`src/inc/afo_regs.svh`:
```
// Register offsets, field positions, reset values and limits of the filter and orientation bank.
// Contract
// - High-pass select 1 puts filtered samples on the output, 0 unfiltered; default 0.
// - Full-scale field 00/01/10 select 2g/4g/8g; 11 is reserved.
// - After reset range is 2g and the high-pass output is off.
// - Pulse bypass bit 0 filters pulse path through high-pass, 1 bypasses; default 0.
// - Pulse low-pass bit 0 disables pulse low-pass, 1 enables; default 0.
// - Two-bit cut-off select picks the high-pass corner; default 00.
// - Corner depends on code, rate and mode; 800 Hz gives 16..2 Hz, as high-resolution.
// - Low-noise mode at 12.5 Hz or slower gives 0.5 to 0.063 Hz corners.
// - Status bit 7 shows any orientation change; other fields give the orientation.
// - Change flag sets on first detection after activation and on any field change.
// - Any status read clears the change flag and its interrupt source; a change accepted in the same cycle as the read leaves the flag set.
// - Lockout bit reads 1 once the Z-tilt trip angle is exceeded; default 0.
// - Orientation field: 00 portrait up, 01 down, 10 landscape right, 11 left.
// - Back/front bit reads 0 for front, 1 for back.
// - At power-up back/front, orientation and lockout are all zero.
// - Orientation fields keep tracking while the change flag is set.
// - Orientation result holds while any axis magnitude exceeds 1.25g.
// - Interrupt source is flag and enable; a status read clears it; a change accepted with the read keeps it set while enabled.
// - Detection runs only while its enable is 1; enable defaults to 0.
`ifndef AFO_REGS_SVH
`define AFO_REGS_SVH

`define AFO_ADDR_RANGE_CFG   8'h0E
`define AFO_ADDR_HP_CUTOFF   8'h0F
`define AFO_ADDR_ORIENT_STAT 8'h10

`define AFO_RANGE_HPOUT_BIT  4
`define AFO_RANGE_FS_LSB     0
`define AFO_RANGE_RST        8'h00
`define AFO_RANGE_MASK       8'h13

`define AFO_HP_BYP_BIT       5
`define AFO_HP_LPF_BIT       4
`define AFO_HP_SEL_LSB       0
`define AFO_HP_RST           8'h00
`define AFO_HP_MASK          8'h33

`define AFO_STAT_FLAG_BIT    7
`define AFO_STAT_LOCK_BIT    6
`define AFO_STAT_LANDSCAPE_PORTRAIT_FIELD_LSB    1
`define AFO_STAT_BACK_FRONT_BIT_BIT   0

`define AFO_LOCK_MILLI_G     1250
`define AFO_COUNTS_PER_G_2G  1024
`define AFO_CORNER_TOP_MHZ   16000
`define AFO_ODR_12P5_IDX     3'h5

`endif

```
`src/inc/afo_pkg.sv`:
```
// Types shared by the filter and orientation register bank.
package afo_pkg;
    typedef enum logic [1:0] {
        OS_NORMAL = 2'h0,
        OS_LNLP   = 2'h1,
        OS_HIRES  = 2'h2,
        OS_LP     = 2'h3
    } afo_osmode_e;

    typedef enum logic [1:0] {
        FS_2G  = 2'h0,
        FS_4G  = 2'h1,
        FS_8G  = 2'h2,
        FS_RSV = 2'h3
    } afo_fs_e;

    typedef enum logic [1:0] {
        OR_IDLE  = 2'h0,
        OR_ARMED = 2'h1,
        OR_TRACK = 2'h3
    } afo_orstate_e;
endpackage

```
`src/hdl/afo_filter_orient_regs.sv`:
```
// Range, high-pass and orientation status register bank with orientation tracking.
`timescale 1ns/1ns
`include "afo_regs.svh"

module afo_filter_orient_regs #(
    parameter int DATA_W = 12
) (
    input  wire logic              clk,
    input  wire logic              sys_rst,
    input  wire logic [7:0]        regAddr,
    input  wire logic [7:0]        regWrData,
    input  wire logic              regWrEn,
    input  wire logic              regRdEn,
    output logic      [7:0]        regRdData,
    input  wire logic [2:0]        odrIndex,
    input  wire logic [1:0]        overSampleMode,
    input  wire logic              sampleValid,
    input  wire logic [DATA_W-1:0] rawSample,
    input  wire logic [DATA_W-1:0] filteredSample,
    output logic      [DATA_W-1:0] outSample,
    output logic      [1:0]        fullScaleField,
    output logic                   highpassOutputSelect,
    output logic                   pulseHighpassBypass,
    output logic                   pulseLowpassEnable,
    output logic      [1:0]        cutoffSelect,
    output logic      [3:0]        cornerShift,
    output logic      [15:0]       cornerMilliHz,
    input  wire logic              activeMode,
    input  wire logic              orientationDetectEnable,
    input  wire logic              orientIrqEnable,
    input  wire logic              detValid,
    input  wire logic [1:0]        detLandscapePortrait,
    input  wire logic              detBackFront,
    input  wire logic              detLockout,
    input  wire logic [DATA_W-1:0] axisX,
    input  wire logic [DATA_W-1:0] axisY,
    input  wire logic [DATA_W-1:0] axisZ,
    output logic                   orientationChangeFlag,
    output logic                   tiltLockout,
    output logic      [1:0]        landscapePortraitField,
    output logic                   backFrontBit,
    output logic                   orientIrqSource
);

    localparam int LIMIT_2G = (`AFO_LOCK_MILLI_G * `AFO_COUNTS_PER_G_2G) / 1000;

    logic [7:0]                rangeCfg_reg;
    logic [7:0]                hpCutoff_reg;
    logic                      flag_reg;
    logic                      flag_next;
    logic                      lock_reg;
    logic [1:0]                landscape_portrait_field_reg;
    logic                      back_front_bit_reg;
    logic                      irq_reg;
    logic                      activePrev_reg;
    afo_pkg::afo_orstate_e     state_reg;
    afo_pkg::afo_orstate_e     state_next;
    logic [DATA_W-1:0]         limit;
    logic [DATA_W-1:0]         magX;
    logic [DATA_W-1:0]         magY;
    logic [DATA_W-1:0]         magZ;
    logic                      overLimit;
    logic                      accept;
    logic                      differs;
    logic                      setEvent;
    logic                      statRead;
    logic [3:0]                shift_next;

    // Register writes; reserved bits are masked so they always read zero.
    always_ff @(posedge clk) begin
        if (sys_rst) begin
            rangeCfg_reg <= `AFO_RANGE_RST;
            hpCutoff_reg <= `AFO_HP_RST;
        end else if (regWrEn) begin
            if (regAddr == `AFO_ADDR_RANGE_CFG) begin
                rangeCfg_reg <= regWrData & `AFO_RANGE_MASK;
            end
            if (regAddr == `AFO_ADDR_HP_CUTOFF) begin
                hpCutoff_reg <= regWrData & `AFO_HP_MASK;
            end
        end
    end

    assign highpassOutputSelect = rangeCfg_reg[`AFO_RANGE_HPOUT_BIT];
    assign fullScaleField       = rangeCfg_reg[`AFO_RANGE_FS_LSB +: 2];
    assign pulseHighpassBypass  = hpCutoff_reg[`AFO_HP_BYP_BIT];
    assign pulseLowpassEnable   = hpCutoff_reg[`AFO_HP_LPF_BIT];
    assign cutoffSelect         = hpCutoff_reg[`AFO_HP_SEL_LSB +: 2];

    // Output data path selection.
    always_ff @(posedge clk) begin
        if (sys_rst) begin
            outSample <= '0;
        end else if (sampleValid) begin
            outSample <= highpassOutputSelect ? filteredSample : rawSample;
        end
    end

    // Corner frequency is 16 Hz halved once per step; the step count depends on mode, rate and cut-off select.
    always_comb begin
        shift_next = 4'h0;
        unique case (afo_pkg::afo_osmode_e'(overSampleMode))
            afo_pkg::OS_HIRES: shift_next = 4'h0;
            afo_pkg::OS_NORMAL: begin
                if (odrIndex >= 3'h4) begin
                    shift_next = 4'h3;
                end else if (odrIndex >= 3'h1) begin
                    shift_next = 4'(odrIndex - 3'h1);
                end
            end
            afo_pkg::OS_LNLP: begin
                if (odrIndex >= `AFO_ODR_12P5_IDX) begin
                    shift_next = 4'h5;
                end else if (odrIndex >= 3'h1) begin
                    shift_next = 4'(odrIndex - 3'h1);
                end
            end
            afo_pkg::OS_LP: begin
                if (odrIndex >= `AFO_ODR_12P5_IDX) begin
                    shift_next = 4'h6;
                end else begin
                    shift_next = {1'b0, odrIndex};
                end
            end
        endcase
        shift_next = shift_next + {2'h0, cutoffSelect};
    end

    always_ff @(posedge clk) begin
        if (sys_rst) begin
            cornerShift   <= 4'h0;
            cornerMilliHz <= 16'(`AFO_CORNER_TOP_MHZ);
        end else begin
            cornerShift   <= shift_next;
            cornerMilliHz <= 16'(`AFO_CORNER_TOP_MHZ) >> shift_next;
        end
    end

    // Lock limit in counts scales with the selected range; code 11 falls back to 2g.
    always_comb begin
        unique case (afo_pkg::afo_fs_e'(fullScaleField))
            afo_pkg::FS_4G: limit = DATA_W'(LIMIT_2G / 2);
            afo_pkg::FS_8G: limit = DATA_W'(LIMIT_2G / 4);
            default:        limit = DATA_W'(LIMIT_2G);
        endcase
    end

    // The most negative sample wraps to its true magnitude when read unsigned.
    assign magX      = axisX[DATA_W-1] ? DATA_W'(-axisX) : axisX;
    assign magY      = axisY[DATA_W-1] ? DATA_W'(-axisY) : axisY;
    assign magZ      = axisZ[DATA_W-1] ? DATA_W'(-axisZ) : axisZ;
    assign overLimit = (magX > limit) || (magY > limit) || (magZ > limit);

    // Detection results are taken only when running and not over the lock limit.
    assign accept  = detValid && (state_reg != afo_pkg::OR_IDLE) && !overLimit;
    assign differs = (detLandscapePortrait != landscape_portrait_field_reg) || (detBackFront != back_front_bit_reg)
                     || (detLockout != lock_reg);
    assign setEvent = accept && (differs || (state_reg == afo_pkg::OR_ARMED));
    assign statRead = regRdEn && (regAddr == `AFO_ADDR_ORIENT_STAT);

    always_comb begin
        state_next = state_reg;
        unique case (state_reg)
            afo_pkg::OR_IDLE: begin
                if (orientationDetectEnable && activeMode) begin
                    state_next = afo_pkg::OR_ARMED;
                end
            end
            afo_pkg::OR_ARMED: begin
                if (accept) begin
                    state_next = afo_pkg::OR_TRACK;
                end
            end
            afo_pkg::OR_TRACK: state_next = afo_pkg::OR_TRACK;
            default:           state_next = afo_pkg::OR_IDLE;
        endcase
        // Falling back to standby re-arms the first-detection report.
        if (!orientationDetectEnable || !activeMode || (activeMode && !activePrev_reg)) begin
            state_next = (orientationDetectEnable && activeMode) ?
                         afo_pkg::OR_ARMED : afo_pkg::OR_IDLE;
        end
    end

    always_ff @(posedge clk) begin
        if (sys_rst) begin
            state_reg      <= afo_pkg::OR_IDLE;
            activePrev_reg <= 1'b0;
        end else begin
            state_reg      <= state_next;
            activePrev_reg <= activeMode;
        end
    end

    // Fields follow every accepted detection, whether or not the flag is pending.
    always_ff @(posedge clk) begin
        if (sys_rst) begin
            landscape_portrait_field_reg  <= 2'h0;
            back_front_bit_reg <= 1'b0;
            lock_reg  <= 1'b0;
        end else if (accept) begin
            landscape_portrait_field_reg  <= detLandscapePortrait;
            back_front_bit_reg <= detBackFront;
            lock_reg  <= detLockout;
        end
    end

    // A change arriving with the clearing read survives it.
    assign flag_next = setEvent ? 1'b1 : (statRead ? 1'b0 : flag_reg);

    always_ff @(posedge clk) begin
        if (sys_rst) begin
            flag_reg <= 1'b0;
            irq_reg  <= 1'b0;
        end else begin
            flag_reg <= flag_next;
            irq_reg  <= flag_next && orientIrqEnable;
        end
    end

    assign orientationChangeFlag  = flag_reg;
    assign tiltLockout            = lock_reg;
    assign landscapePortraitField = landscape_portrait_field_reg;
    assign backFrontBit           = back_front_bit_reg;
    assign orientIrqSource        = irq_reg;

    // Read data is registered; unmapped addresses return zero.
    always_ff @(posedge clk) begin
        if (sys_rst) begin
            regRdData <= 8'h00;
        end else if (regRdEn) begin
            unique case (regAddr)
                `AFO_ADDR_RANGE_CFG:   regRdData <= rangeCfg_reg;
                `AFO_ADDR_HP_CUTOFF:   regRdData <= hpCutoff_reg;
                `AFO_ADDR_ORIENT_STAT: regRdData <= {flag_reg, lock_reg, 3'h0,
                                                     landscape_portrait_field_reg, back_front_bit_reg};
                default:               regRdData <= 8'h00;
            endcase
        end
    end
endmodule

```
`config.mk`:
```
export PLATFORM = sky130hd
export DESIGN_NAME = afo_filter_orient_regs
export DESIGN_NICKNAME = d
export VERILOG_FILES = /design/src/inc/afo_pkg.sv /design/src/hdl/afo_filter_orient_regs.sv
export VERILOG_INCLUDE_DIRS = /design/src /design/src/inc
export SDC_FILE = /design/constraint.sdc
export NUM_CORES = 1
export LEC_CHECK = 0
export ABC_AREA = 1
export BUFFER_PORTS_ARGS = -buffer_cell sky130_fd_sc_hd__buf_2
export CAP_MARGIN = 20
export CELL_PAD_IN_SITES_DETAIL_PLACEMENT = 2
export CELL_PAD_IN_SITES_GLOBAL_PLACEMENT = 2
export CORE_ASPECT_RATIO = 2
export CORE_MARGIN = 2
export CORE_UTILIZATION = 25
export DETAILED_ROUTE_END_ITERATION = 10
export GPL_TIMING_DRIVEN = 0
export PLACE_DENSITY = 0.85
export SKIP_LAST_GASP = 1
export SLEW_MARGIN = 0
export SYNTH_ARGS = -nofsm -noshare
export SYNTH_HDL_FRONTEND = slang
export SYNTH_SLANG_ARGS = --single-unit
```
`constraint.sdc`:
```
create_clock -name clk -period 3.6 [get_ports clk]
set_input_delay 0.36 -clock clk [delete_from_list [all_inputs] [get_ports clk]]
set_output_delay 0.36 -clock clk [all_outputs]
set_load 0.03 [all_outputs]
```
==> impl_metrics.py <==
metrics = {
    "status": {
        "run_status": "finished clean",
    },
    "clock_network": {
        "cts_made_buffers": 5,
        "cts.root.buffer_cell": "clkbuf_16",
        "cts.repair_timing.setup_buffer_count": 0,
        "clock_tree_from_tritoncts": "built",
        "cts.path.max_buffers": 2,
        "htreeDepth": 2,
        "clkSlewWorstSetupHoldPaths_ns": 0.07,
        "worstSkewPairLatency_ns": 0.30,
        "cts_repair_resize_count": 0,
        "ctsHoldBuffers": 0,
        "sinks_on_clock_net": 53,
    },
    "synth": {
        "synth_async_sr_flop_share_pct": 0,
        "synth-edff-count": 0,
        "synth.ff_latch_count": 53,
        "syn-instance-count": 536,
        "synth_largest_area_cell": "dfxtp_1",
        "synth.yosys.warnings": 0,
        "synth_top_cells_by_area": "dfxtp_1 (29%), nand2_1 (12%), ha_1 (8.6%)",
        "synthDistinctLibCells": 43,
        "synthesis.area_per_instance_sq_um": 6.774,
        "synthesis.area_sq_mm": 0.003631,
        "synth_ff_type": "dfxtp_1",
        "yosysTopAreaCellShare_pct": 29.22,
        "synth-seq-area-share_pct": 29.22,
    },
    "detailed_routing": {
        "drcViolationCount": 0,
        "wl_per_cell_um": 16.51,
        "routed_via_density": 4.703,
        "initialDrtViolationCount": 67,
        "route.vias.total": 4110,
        "final_antenna_net_count": 0,
        "firstDrtPassIters": 6,
        "routed_wire_length_mm": 14.43,
    },
    "min_path": {
        "hold_class": "input pin to flop",
        "holdPathEnd": "orientIrqSource$_SDFF_PP0_",
        "min_path_cells": 3,
        "holdCritStartpoint": "orientIrqEnable",
    },
    "worst_setup_path": {
        "critPathRequiredTime_ns": 3.78,
        "critPathKind": "input pin to flop",
        "critical_path.reg2reg.endpoint": "backFrontBit$_SDFFE_PP0P_",
        "worstPathArrival_ns": 3.17,
        "reg2reg_slack_ns": 0.99,
        "element_type_at_the_critical_path_end": "flop",
        "critical_path.startpoint_type": "input pin",
        "worst-r2r-cell-count": 16,
        "critical_r2r_launch": "rangeCfg_reg[1]$_SDFFE_PP0P_",
        "timing.critical_path.fanout_max": 5,
    },
    "layout": {
        "leading_cell_types_in_the_layout_fill_and_taps_excluded": "buf_2 (139), nand2_1 (118), inv_1 (77)",
        "num-nets-final": 802,
        "registers.top_by_ff_count": "cornerMilliHz",
        "drive_gt1_share_pct": 26.39,
        "fillCellCount": 1835,
        "area_growth_from_synthesis_to_layout_pct": 30.12,
        "mostFrequentLayoutCell": "buf_2",
        "postLayoutCellArea_sq_mm": 0.004725,
        "largest_register_ff_count": 14,
        "reg_top3": "cornerMilliHz x14, outSample x12, regRdData x7",
        "antennaDiodeCount": 0,
    },
    "floorplan": {
        "row_count": 62,
        "initial_standard_cell_utilization_of_the_core_pct": 25.44,
        "die_x_um": 89.22,
        "die_area_sq_mm": 0.01556,
        "dieHeight_um": 174.4,
        "floorplan.core_area_sq_mm": 0.01427,
        "io_pins": 147,
    },
    "placed_design": {
        "gpl.final_weighted_congestion": 0.8495,
        "place.detailed.hpwl_mm": 12.61,
        "dpl_cell_area_sq_mm": 0.004564,
        "buffer_ports.inserted": 137,
    },
    "timing": {
        "finalHoldWorstSlack_ns": 0.2808,
        "worst_slew_margin_rel_pct": 45.65,
        "final_hold_viol_count": 0,
        "setup-violations-final": 0,
        "final.setup_skew_ns": 0.01265,
        "maxClockFrequency_ghz": 0.3346,
        "report.final.slew_viol_count": 0,
        "unrepaired_setup_endpoints_after_global_routing": "no",
        "timing.final.crit_period_ns": 2.989,
        "worstMarginPinSlew_ns": 0.8078,
        "post-route-period-util_pct": 83.02,
        "setup_tns_ns": 0,
    },
    "power_and_ir_drop": {
        "comb_power_share_pct": 26.0,
        "power_switching_mw": 0.4956,
        "seq_power_share_pct": 39.8,
        "power.share.clock_pct": 34.2,
        "power_switching_share_pct": 31.43,
        "leakage_nw": 2.532,
        "vdd_ir_drop_max_v": 0.0004213,
        "intPower_mw": 1.081,
        "pwr_density_cell_mw_per_mm2": 333.7,
    },
    "global_route": {
        "global_route.usage.total_pct": 19.00,
        "global_route_wire_length_before_repair_mm": 22.99,
        "antenna_found_initial": 0,
        "sum_of_overflow_across_all_layers_after_global_routing": 0,
        "grt_start_max_net_pins": 16,
        "grt_pass1_vias": 4749,
    },
    "run": {
        "timing.max_cap.violations": 0,
    },
}
-- worst max-delay path: stages --
cell and delay [ns]:
buf_2 0.12, inv_2 0.06, ha_1 0.24, ha_1 0.19
o21ai_1 0.10, inv_1 0.14, o21ai_0 0.21, nand2_1 0.07
o311ai_0 0.09, ha_1 0.23, inv_1 0.05, fa_1 0.66
inv_1 0.12, nor2_1 0.22, nor2_1 0.11, nor2_1 0.13
a21oi_2 0.06
-- through the flow --
stage | std cells | power, mW | worst slack (ns) | utilization, %
2_1_floorplan | 538 | 0.8908 | 0.9134 | -
3_3_place_gp | 867 | 1.027 | 0.4627 | 31.98
3_5_place_dp | 867 | 1.054 | 0.2963 | 31.98
4_1_cts | 874 | 1.601 | 0.5906 | 33.10
5_1_grt | 874 | 1.660 | 0.3984 | 33.10
6_report | 874 | 1.577 | 0.6113 | 33.10
-- routing by layer --
metal | GRT usage [%] | routed length [um]
met1 | 15.93 | 4407
met3 | 2.279 | 420
met2 | 40.12 | 9036
met4 | 8.271 | 566
met5 | 0 | 0
-- worst max path at each step --
stage	start	to	slack, ns	depth (start not counted)
floorplan	odrIndex[1]	cornerMilliHz[4]$_SDFF_PP0_	0.91	16
global placement	odrIndex[0]	cornerMilliHz[4]$_SDFF_PP0_	0.46	17
detailed placement	odrIndex[0]	cornerMilliHz[4]$_SDFF_PP0_	0.30	17
CTS	odrIndex[0]	cornerMilliHz[4]$_SDFF_PP0_	0.59	17
global route	axisX[1]	backFrontBit$_SDFFE_PP0P_	0.40	21
finish	odrIndex[0]	cornerMilliHz[4]$_SDFF_PP0_	0.61	17
-- power by group through the flow --
stage / combinational, mW / clock [mW] / sequential (mW)
2_1_floorplan: 0.194 / 0 / 0.696
3_3_place_gp: 0.386 / 0 / 0.641
3_5_place_dp: 0.412 / 0 / 0.642
4_1_cts: 0.416 / 0.556 / 0.629
5_1_grt: 0.455 / 0.574 / 0.631
6_report: 0.409 / 0.539 / 0.628
-- kinds of logic (layout without fill, tap and decap cells) --
family,after synthesis,in the layout,synth area share [%]
xor gates and xnor gates,21,21,5.065
other,1,3,0.1033
buffers and inverters,97,241,10.41
and+or+nand+nor,256,256,32.43
AOI/OAI and AO/OA,82,82,13.61
DFF,53,53,29.22
adders and majority gates,26,26,9.166
-- synthesized netlist by cell type, drive strengths merged (2+ instances only) --
cell type / n
a21o: 2
a21oi: 31
a31oi: 2
buf: 6
clkbuf: 7
dfxtp: 53
ha: 25
inv: 84
nand2: 129
nand3: 44
nand3b: 3
nand4: 3
nor2: 67
nor3: 6
nor4: 2
o211ai: 15
o21ai: 25
o21bai: 3
or2: 2
xnor2: 5
xor2: 16
-- cell type report --
| cell class | count | area (sq um) | share of cell area, % |
|---|---|---|---|
| Clock inverter | 2 | 35.03 | 0.7415 |
| Clock buffer | 5 | 125.1 | 2.648 |
| Tap cell | 192 | 240.2 | 5.085 |
| Buffer | 13 | 62.56 | 1.324 |
| Timing Repair Buffer | 137 | 685.7 | 14.51 |
| Multi-Input combinational cell | 388 | 2200 | 46.56 |
| Inverter | 84 | 315.3 | 6.674 |
| Sequential cell | 53 | 1061 | 22.46 |
(Power assumes the default switching activity.)
